[config.mk]
export PLATFORM = sky130hd
export DESIGN_NAME = bah_device
export DESIGN_NICKNAME = d
export VERILOG_FILES = /design/src/verilog/bah_device.v /design/src/verilog/bah_cond.v
export VERILOG_INCLUDE_DIRS = /design/src /design/src/verilog
export SDC_FILE = /design/constraint.sdc
export NUM_CORES = 1
export LEC_CHECK = 0
export BUFFER_PORTS_ARGS = -buffer_cell sky130_fd_sc_hd__buf_4
export CAP_MARGIN = 20
export CORE_MARGIN = 4
export CORE_UTILIZATION = 45
export CTS_CLUSTER_SIZE = 30
export DETAILED_ROUTE_END_ITERATION = 6
export MAX_ROUTING_LAYER = met4
export PLACE_DENSITY = 0.89
export SYNTH_ARGS = -nofsm -noshare
export SYNTH_HDL_FRONTEND = slang
export SYNTH_SLANG_ARGS = --single-unit
export TNS_END_PERCENT = 50
[constraint.sdc]
create_clock -name clock -period 2.75 [get_ports clock]
set_clock_uncertainty 0.15 [all_clocks]
set_input_delay 0.4125 -clock clock [delete_from_list [all_inputs] [get_ports clock]]
set_output_delay 0.4125 -clock clock [all_outputs]
set_load 0.02 [all_outputs]
[src/verilog/bah_map.vh]
// Shared constants for the bus allocation handshake device end
`ifndef BAH_MAP_VH
`define BAH_MAP_VH

// Allocation state codes
`define BAH_ST_IDLE 3'h0
`define BAH_ST_BID 3'h1
`define BAH_ST_WAIT 3'h2
`define BAH_ST_ACQ 3'h3
`define BAH_ST_INTR 3'h4
`define BAH_ST_SLAVE 3'h5

// Reset value of every control flop
`define BAH_RST_BIT 1'h0

`endif

[src/verilog/bah_device.v]
// Device end of the bus allocation handshake: bid, acquire, lock
`timescale 1ns/1ps
`default_nettype none
`include "bah_map.vh"

// Operation
// bid only when unlocked, grant and reset quiet
// arbiter allocates by joining an active bid
// response level at deallocate selects its meaning
// arbiter raises grant after allocation
// arbiter grants without bid to deallocate
// drop bid on grant or reset
// acquire on grant when arbiter holds bid
// slave acquires before response or deallocate
// granted device may raise interrupt instead
// lock on new acquisition or interrupt
// arbiter drops grant on acquire or interrupt
// arbiter drops grant on release, abort, reset
// arbiter releases bid when bus idle
// arbiter releases bid on deallocate, abort, reset
// drop acquired after established cycle if done
// drop acquired when arbiter withdrew bid
// drop acquired after refused cycle
// deallocating slave drops acquired; abort, reset too
// release interrupt on grant low, abort, reset
// unlock after master cycle and acquired release
// unlock after interrupt, refusal, or reset
// unlock after slave write or vector cycle
// arbiter chooses among bidders by policy
module bah_device (
  input wire clock,
  input wire rstn,
  // Shared bus lines, active high inside the chip
  input wire bidLineIn,
  input wire grantLine,
  input wire acquiredLineIn,
  input wire cycleBeginLine,
  input wire cycleResponseLine,
  input wire cycleFinishLine,
  input wire cycleAbortLine,
  input wire generalResetLine,
  // Local master controls
  input wire needBus,
  input wire wantInterrupt,
  input wire moreCycles,
  input wire indivisibleOp,
  input wire masterCycleDone,
  input wire masterCycleStart,
  input wire drivingBegin,
  input wire drivingFinish,
  // Local slave controls
  input wire slaveAddressHit,
  input wire slaveWillDeallocate,
  input wire slaveIsCurrent,
  input wire slaveRefused,
  input wire slaveWriteVectorDone,
  input wire deallocDriving,
  // Line drives, open drain style, then lock flag and allocation state
  output reg bidLineOut,
  output reg bidLineOe,
  output reg acquiredLineOut,
  output reg acquiredLineOe,
  output reg interruptCycleLineOut,
  output reg interruptCycleLineOe,
  output reg locked,
  output reg [2:0] allocState
);

  // =========================================================
  // Line qualifiers
  wire busQuiet; // Grant and reset both quiet
  wire cycleIdle; // No transfer handshake in flight
  wire killAll; // Abort or reset present

  bah_cond uCond (
    .grantLine(grantLine),
    .cycleBeginLine(cycleBeginLine),
    .cycleResponseLine(cycleResponseLine),
    .cycleFinishLine(cycleFinishLine),
    .cycleAbortLine(cycleAbortLine),
    .generalResetLine(generalResetLine),
    .busQuiet(busQuiet),
    .cycleIdle(cycleIdle),
    .killAll(killAll)
  );

  // =========================================================
  // State and held lines
  reg [2:0] state_q; // Allocation state
  reg [2:0] state_d;
  reg bid_q; // Our own bid held
  reg bid_d;
  reg acq_q; // We hold acquired
  reg acq_d;
  reg intr_q; // We hold interrupt cycle line
  reg intr_d;
  reg lock_q; // Lock flag
  reg lock_d;
  reg cycleSeen_q; // A master cycle finished since acquire and no later master cycle start
  reg cycleSeen_d;

  // Bid line active but not by us: arbiter holds it
  wire arbHolds = bidLineIn & ~bid_q;
  // Cycle established by slave response
  wire established = cycleResponseLine;
  // Refused: bid line released while grant active
  wire refused = ~bidLineIn & grantLine;

  // =========================================================
  // Next state logic; lock set wins over every clear but reset
  always @* begin
    state_d = state_q;
    bid_d = bid_q;
    acq_d = acq_q;
    intr_d = intr_q;
    lock_d = lock_q;
    cycleSeen_d = cycleSeen_q;
    case (state_q)
      `BAH_ST_IDLE: begin
        // bid gating
        if (needBus && !lock_q && busQuiet) begin
          bid_d = 1'b1;
          state_d = `BAH_ST_BID;
        end else if (slaveAddressHit && slaveWillDeallocate &&
            cycleBeginLine && !cycleResponseLine && !drivingFinish &&
            !killAll) begin
          // slave acquires early
          // response still quiet marks a refusal
          acq_d = 1'b1;
          state_d = `BAH_ST_SLAVE;
        end
      end
      `BAH_ST_BID: begin
        // drop bid on grant or reset
        if (grantLine || generalResetLine) begin
          bid_d = 1'b0;
          state_d = generalResetLine ? `BAH_ST_IDLE : `BAH_ST_WAIT;
        end
      end
      `BAH_ST_WAIT: begin
        if (killAll || !grantLine) begin
          // Grant went away, or abort or reset came, before we took it
          state_d = `BAH_ST_IDLE;
        end else if (arbHolds && wantInterrupt) begin
          // interrupt instead of acquire
          intr_d = 1'b1;
          // lock on interrupt
          lock_d = 1'b1;
          state_d = `BAH_ST_INTR;
        end else if (arbHolds && cycleIdle) begin
          // acquire on grant
          acq_d = 1'b1;
          // lock on acquisition
          lock_d = 1'b1;
          cycleSeen_d = 1'b0;
          state_d = `BAH_ST_ACQ;
        end
      end
      `BAH_ST_ACQ: begin
        if (masterCycleDone) begin
          cycleSeen_d = 1'b1;
        end
        if (masterCycleStart) begin
          cycleSeen_d = 1'b0;
        end
        if (killAll) begin
          // abort or reset drops acquired
          acq_d = 1'b0;
          state_d = `BAH_ST_IDLE;
        end else if (refused && !drivingBegin && !drivingFinish) begin
          // refused cycle
          acq_d = 1'b0;
          // unlock after refusal
          lock_d = 1'b0;
          state_d = `BAH_ST_IDLE;
        end else if (established &&
            ((bidLineIn && !moreCycles) ||
             (!bidLineIn && !indivisibleOp))) begin
          // done with cycles; R16: arbiter withdrew bid
          acq_d = 1'b0;
          // unlock if a cycle finished before release
          if (cycleSeen_q || masterCycleDone) begin
            lock_d = 1'b0;
          end
          state_d = `BAH_ST_IDLE;
        end
      end
      `BAH_ST_INTR: begin
        // release interrupt
        if (!grantLine || killAll) begin
          intr_d = 1'b0;
          // unlock on grant quiet
          if (!grantLine) begin
            lock_d = 1'b0;
          end
          state_d = `BAH_ST_IDLE;
        end
      end
      `BAH_ST_SLAVE: begin
        // deallocating slave releases acquired
        if (killAll || (deallocDriving &&
            (slaveIsCurrent || (slaveRefused && grantLine)))) begin
          acq_d = 1'b0;
          state_d = `BAH_ST_IDLE;
        end
      end
      default: begin
        state_d = `BAH_ST_IDLE;
      end
    endcase
    // master cycle completed while acquired is quiet
    if (masterCycleDone && !acq_q && !acqSetNow(state_d)) begin
      lock_d = 1'b0;
    end
    // slave write or vector cycle completes
    if (slaveWriteVectorDone && !intr_q) begin
      lock_d = 1'b0;
    end
    // a fresh lock this cycle wins over any clear except reset
    if (state_q == `BAH_ST_WAIT &&
        (state_d == `BAH_ST_ACQ || state_d == `BAH_ST_INTR)) begin
      lock_d = 1'b1;
    end
    // reset clears lock
    if (generalResetLine) begin
      lock_d = 1'b0;
      bid_d = 1'b0;
      acq_d = 1'b0;
      intr_d = 1'b0;
      state_d = `BAH_ST_IDLE;
    end
  end

  // True when the next state holds acquired as master
  function acqSetNow;
    input [2:0] st;
    begin
      acqSetNow = (st == `BAH_ST_ACQ);
    end
  endfunction

  // =========================================================
  // Registers; every output comes straight from a flop
  always @(posedge clock) begin
    if (!rstn) begin
      state_q <= `BAH_ST_IDLE;
      bid_q <= `BAH_RST_BIT;
      acq_q <= `BAH_RST_BIT;
      intr_q <= `BAH_RST_BIT;
      lock_q <= `BAH_RST_BIT;
      cycleSeen_q <= `BAH_RST_BIT;
      bidLineOut <= `BAH_RST_BIT;
      bidLineOe <= `BAH_RST_BIT;
      acquiredLineOut <= `BAH_RST_BIT;
      acquiredLineOe <= `BAH_RST_BIT;
      interruptCycleLineOut <= `BAH_RST_BIT;
      interruptCycleLineOe <= `BAH_RST_BIT;
      locked <= `BAH_RST_BIT;
      allocState <= `BAH_ST_IDLE;
    end else begin
      state_q <= state_d;
      bid_q <= bid_d;
      acq_q <= acq_d;
      intr_q <= intr_d;
      lock_q <= lock_d;
      cycleSeen_q <= cycleSeen_d;
      // Open drain: drive active level only while held
      bidLineOut <= bid_d;
      bidLineOe <= bid_d;
      acquiredLineOut <= acq_d;
      acquiredLineOe <= acq_d;
      interruptCycleLineOut <= intr_d;
      interruptCycleLineOe <= intr_d;
      locked <= lock_d;
      allocState <= state_d;
    end
  end

endmodule

`default_nettype wire

[src/verilog/bah_cond.v]
// Combinational qualifiers derived from the shared handshake lines
`timescale 1ns/1ps
`default_nettype none

module bah_cond (
  input wire grantLine,
  input wire cycleBeginLine,
  input wire cycleResponseLine,
  input wire cycleFinishLine,
  input wire cycleAbortLine,
  input wire generalResetLine,
  output wire busQuiet,
  output wire cycleIdle,
  output wire killAll
);

  // =========================================================
  // Line qualifiers
  // Abort or reset forces acquired and interrupt to drop; only reset drops bid
  assign killAll = cycleAbortLine | generalResetLine;
  // Transfer handshake fully at rest
  assign cycleIdle = ~cycleBeginLine & ~cycleResponseLine &
    ~cycleFinishLine;
  // Nothing on the bus stops a new bid
  assign busQuiet = ~grantLine & ~generalResetLine;

endmodule

`default_nettype wire

==> flow_summary.toml, run 1 <==
[critical_path]
r2r-start = "state_q[2]"
r2r_cells = 6
reg2reg_setup_slack_ps = 480
critical_path.top_delay_family = "compound AO/OA/AOI/OAI gates"
cp_slowest_cell = "dfxtp_1"
worstPathMaxFanout = 12
crit_arrival_ps = 2300
worst-path-buf-inv = 0
startpoint_type = "register"
cp.required_ps = 2790
path_class = "register to register"
cp_slowest_stage_delay_ps = 560
cp_cell_sequence = "nand2b_1, a211oi_1, o21a_1, o31ai_2, a211o_1, a221oi_2"
timing.rr.end = "lock_q"
end_kind = "register"

[yosys]
yosys_warnings = 0
netlist_area_um2 = 733.2
syn_nets = 121
synth-edff-count = 0
synth_area_leaders = "dfxtp_1 (22%), nor2_1 (6.1%), o21ai_0 (4.8%), nor2b_1 (4.3%), a21oi_1 (4.1%)"
yosysTopAreaCell = "dfxtp_1"
avgSynthCellArea_um2 = 7.559
yosysMostFrequentCell = "nor2_1"
async_flop_share_pct = 0
synth-seq-cells = 8
synth_top_flop_cell = "dfxtp_1"
ys_seq_area_share_pct = 21.84
ys_types = 40
yosys-top-cells-count = "nor2_1 (12), dfxtp_1 (8), o21ai_0 (7)"
syn_inst = 97
synth_top_area_share_pct = 21.84

[floorplan]
die_h_um = 48.37
num_io_pins = 34
row_count = 14
core_area_um2 = 1524
fp.dieW_um = 48.37
dieArea_um2 = 2339
start_util_pct = 48.11

[timing]
max-slew-margin-rel_pct = 58.65
hold_viol_final = 0
fin_tns_setup_ps = 0
holdWs_ps = 244.7
drv_slew = 0
fin_crit_ps = 2269
rsz0062_at_grt = "no"
fin_crit_sh_pct = 82.51
tightest_slew_ps = 614.5
max_freq_mhz = 440.7
final-setup-viol-count = 0
setup_ws_ps = 480.9

[grt]
grt_start_max_net_pins = 13
grt.total_usage_pct = 19.67
antenna_found_initial = 0
grt_pass1_vias = 816
grt_overflow_total = 0
grt_first_pass_wirelength_um = 3588

[detailed_routing]
drt_wl_total_um = 2176
drt_iter0_drc = 25
wl_per_cell_um = 15.43
first_pass_iters = 4
postRouteAntennaNets = 0
routed_via_density = 6.142
vias = 866
drcViolationCount = 0

[worst_hold_path]
min_path_cells = 3
hold-path-endpoint = "cycleSeen_q"
hold_path.startpoint = "rstn"
hold_path_class = "input pin to register"

[power]
leakagePower_nw = 0.4229
power_mw = 0.2775
peakVddDrop_v = 0.0001928
p_per_area_nw_per_um2 = 284.7

[cts]
cts_tree = "built"
numCtsBuffers = 3
clk_pin_slew_worst_paths_ps = 60
root_buffer = "clkbuf_4"
cts_setup_buffers = 0
clk-insertion-delay-late_ps = 270
cts_max_path_buffers = 2
ctsHoldBuffers = 0
cts-resized-gates = 0
cts.sinks = 8
htree_levels = 1

[status]
outcome = "complete, no violations"

[placement]
port_buffers = 32
dp_slack_ps = 437.2
gp_congestion = 0.8273
dpl.hpwl_um = 1687

[final_layout]
multi_input_area_um2 = 513.0
seq_area_um2 = 160.2
diodes = 0
post-route-util_pct = 63.96
n_fill_cell = 145
syn_to_final_growth_pct = 32.94
layout-drive-gt1-share_pct = 33.60
layout.nets = 151

[run]
cap_violations = 0
## how the worst max path moves through the flow
stage / endpoint / cells past startpoint / start
global route: lock_q / 6 / state_q[2]
detailed placement: lock_q / 7 / generalResetLine
CTS: lock_q / 6 / state_q[2]
finish: lock_q / 6 / state_q[2]
floorplan: lock_q / 7 / grantLine
global placement: lock_q / 7 / grantLine
## kinds of logic (layout without fill, tap and decap cells)
family                 Yosys count  after routing  synth area share (%)
AO/OA/AOI/OAI                   35             35                 33.96
buffers and inverters           11             39                 8.190
flip-flops                       8              8                 21.84
multiplexers                     2              2                 2.730
AND/OR/NAND/NOR                 41             41                 33.28
## stage by stage
step	instances	area (um2)
after floorplan	97	733.2
after global placement	138	952.2
after detailed placement	138	952.2
after CTS	141	974.7
after global routing	141	974.7
final	141	974.7
## power by group
group / internal, mW / switching, mW
sequential: 0.117 / 0.00169
combinational: 0.0352 / 0.0282
clock: 0.0503 / 0.0450
## layout by cell type (no fill, tap or decap), types with 2 or more instances in the layout
cell type and count:
buf_4 33, nor2_1 12, dfxtp_1 8, o21ai_0 7, a21oi_1 6, nor2b_1 5, nand2b_1 4, a21o_1 4
nand3b_1 3, inv_1 3, a211oi_1 3, clkbuf_4 3, nor4_1 2, nand3_1 2, nand2_1 2, mux2i_1 2
o211ai_1 2, a211o_1 2, nor3_1 2
## sequential cells by signal, indices dropped and copies added, names as in the netlist
signal	cells
acq_q	1
bid_q	1
cycleSeen_q	1
intr_q	1
lock_q	1
state_q	3
## worst register-to-register path: stages (launching register included)
cell      delay, ps
dfxtp_1         560
nand2b_1        160
a211oi_1        410
o21a_1          270
o31ai_2         130
a211o_1         320
a221oi_2        200
## cell type report
type / count / share of cell area (%)
flip-flops and latches: 8 / 16.43
well taps: 16 / 2.054
multi-input cells: 78 / 52.63
clock buffers: 3 / 2.311
repair buffers: 33 / 25.42
inverters: 3 / 1.155
## metal layers
layer  GRT usage, %  part of all wire, %  vias up
met3          7.669                  7.9        4
met1          21.62                   40      411
li1               -                    -      415
met4          5.530                 0.83        0
met5              -                    0        -
met2          32.61                   52       36
No activity file was read; power rests on OpenSTA's default activity.
==> inputs of run 2 (changes only) <==
--- a/config.mk
+++ b/config.mk
@@ -9,11 +9,11 @@
 export BUFFER_PORTS_ARGS = -buffer_cell sky130_fd_sc_hd__buf_4
 export CAP_MARGIN = 20
 export CORE_MARGIN = 4
-export CORE_UTILIZATION = 45
+export CORE_UTILIZATION = 41
 export CTS_CLUSTER_SIZE = 30
 export DETAILED_ROUTE_END_ITERATION = 6
 export MAX_ROUTING_LAYER = met4
-export PLACE_DENSITY = 0.89
+export PLACE_DENSITY = 0.85
 export SYNTH_ARGS = -nofsm -noshare
 export SYNTH_HDL_FRONTEND = slang
 export SYNTH_SLANG_ARGS = --single-unit
==> constraint.sdc (replaced) <==
create_clock -name clock -period 1.85 [get_ports clock]
set_clock_uncertainty 0.15 [all_clocks]
set_input_delay 0.2775 -clock clock [delete_from_list [all_inputs] [get_ports clock]]
set_output_delay 0.2775 -clock clock [all_outputs]
set_load 0.02 [all_outputs]
==> run 2 against run 1 <==
  * The flow now finishes with violations (setup timing)
  * Setup slack worse by 490 ps
  * Total power is 55% higher
  * Clock power is 48% higher
  * Critical path depth stayed put
  * Critical path type unchanged
==> flow_summary.toml, run 2 (synthesis gave the netlist of run 1 again) <==
[cts]
clk_pin_slew_worst_paths_ps = 60
cts_tree = "built"
root_buffer = "clkbuf_4"
cts_max_path_buffers = 2
htree_levels = 1
cts.sinks = 8
clk-insertion-delay-late_ps = 260
numCtsBuffers = 3

[timing]
drv_slew = 0
max_freq_mhz = 537.2
setup_ws_ps = -11.44
tightest_slew_ps = 375.5
max-slew-margin-rel_pct = 74.89
fin_crit_ps = 1861
final-setup-viol-count = 1
fin_crit_sh_pct = 100.6
hold_viol_final = 0
rsz0062_at_grt = "yes"

[final_layout]
n_fill_cell = 135
final_cell_mix = "buf_4 (51), nor2_1 (11), o21ai_0 (7)"
syn_to_final_growth_pct = 59.73
layout.nets = 170
final_common_cell = "buf_4"
multi_input_area_um2 = 549.3
post-route-util_pct = 68.57
layout.cells.non_filler = 169
largest_reg_flops = 3
layout-drive-gt1-share_pct = 47.92
seq_area_um2 = 162.7
regMostFlops = "state_q"
diodes = 0

[worst_hold_path]
hold_path_class = "input pin to register"
hold_path.startpoint = "rstn"
min_path_cells = 3

[detailed_routing]
drcViolationCount = 0
vias = 929
wl_met1_um = 989
drt_iter0_drc = 37
first_pass_iters = 4
drt_wl_total_um = 2415
wl_per_cell_um = 14.29
routed_via_density = 5.497
dr_wl_met3_um = 172
dr.max_layer_used = "met4"
postRouteAntennaNets = 0
dr_wl_met2_um = 1230

[status]
violations = "setup timing"
outcome = "finished with violations"

[floorplan]
core_area_um2 = 1708
row_count = 15
fp.dieW_um = 50.29
dieArea_um2 = 2529
die_h_um = 50.29
start_util_pct = 42.93
num_io_pins = 34

[grt]
grt_start_max_net_pins = 15
antenna_found_initial = 0
grt_pass1_vias = 901
grt_first_pass_wirelength_um = 3919
grt_overflow_total = 0
grt.total_usage_pct = 20.75

[power]
power.share.clock_pct = 32.6
seq_power_share_pct = 40.8
power_switching_mw = 0.1177
p_per_area_nw_per_um2 = 368.1
sw_frac_of_total_pct = 27.30
p_int_mw = 0.3134
peakVddDrop_v = 0.0004351
p_comb_share_pct = 26.6
leakagePower_nw = 0.5274

[placement]
dpl.hpwl_um = 1968
port_buffers = 32
gp_congestion = 0.9301
place_inst = 166

[critical_path]
path_class = "register to register"
cp.required_ps = 1870
startpoint_type = "register"
critPathLaunch = "state_q[1]"
end_kind = "register"
crit_arrival_ps = 1890
r2r_cells = 6
r2r-start = "state_q[1]"
worstPathMaxFanout = 9

[run]
cap_violations = 0
run 2: cell types whose count changed in the layout (fill, tap and decap cells not counted), sizes merged:
cell  change
buf      +19
run 2: power by group through the flow:
stage	sequential (mW)	clock, mW	combinational [mW]
floorplan	0.181	0	0.0449
detailed placement	0.179	0	0.110
global placement	0.179	0	0.108
global route	0.176	0.151	0.125
finish	0.176	0.141	0.115
CTS	0.176	0.144	0.113
run 2: worst paths after layout:
check                                   end  slack, ps
worst max-delay path                 lock_q        -10
worst min register to register  cycleSeen_q        300
worst max register to register       lock_q        -10
worst min-delay path            cycleSeen_q        170
run 2: stage by stage:
stage / power, mW / hold slack [ps] / setup slack [ps] / cell area [um2] / setup TNS (ps)
floorplan: 0.2260 / 265.9 / -153.2 / 753.2 / -182.0
global placement: 0.2876 / 286.1 / -229.0 / 1120 / -602.8
detailed placement: 0.2898 / 288.4 / -262.0 / 1120 / -596.7
CTS: 0.4320 / 170.4 / 0.1814 / 1159 / 0
global route: 0.4515 / 177.4 / -75.82 / 1171 / -75.82
finish: 0.4311 / 170.4 / -11.44 / 1171 / -11.44
run 2: layer usage:
metal / GRT usage [%] / vias to the layer above
met5: - / -
met4: 5.830 / 0
met3: 5.341 / 2
met2: 32.83 / 36
met1: 26.13 / 432
li1: - / 459
run 2: critical path, stage by stage, from the launching register on:
cell and delay, ps:
dfxtp_2 380, nand2b_1 180, a211oi_2 280, o21a_1 190
o31ai_2 100, a211o_1 310, a221oi_2 190
run 2: area by class of cell:
| cell class | count | area share (%) |
|---|---|---|
| timing repair buffer | 52 | 33.65 |
| multi-input combinational | 78 | 46.90 |
| tap | 25 | 2.671 |
| clock buffer | 3 | 1.923 |
| sequential | 8 | 13.89 |
| inverter | 3 | 0.9615 |
run 2: repair_timing:
| item | in CTS | in global routing |
|---|---|---|
| setup buffers | 0 | 0 |
| pin swaps | 0 | 2 |
| setup endpoints to repair | 1 | 2 |
| hold buffers | 0 | 0 |
| cloned | 0 | 0 |
| resized for setup | 6 | 3 |
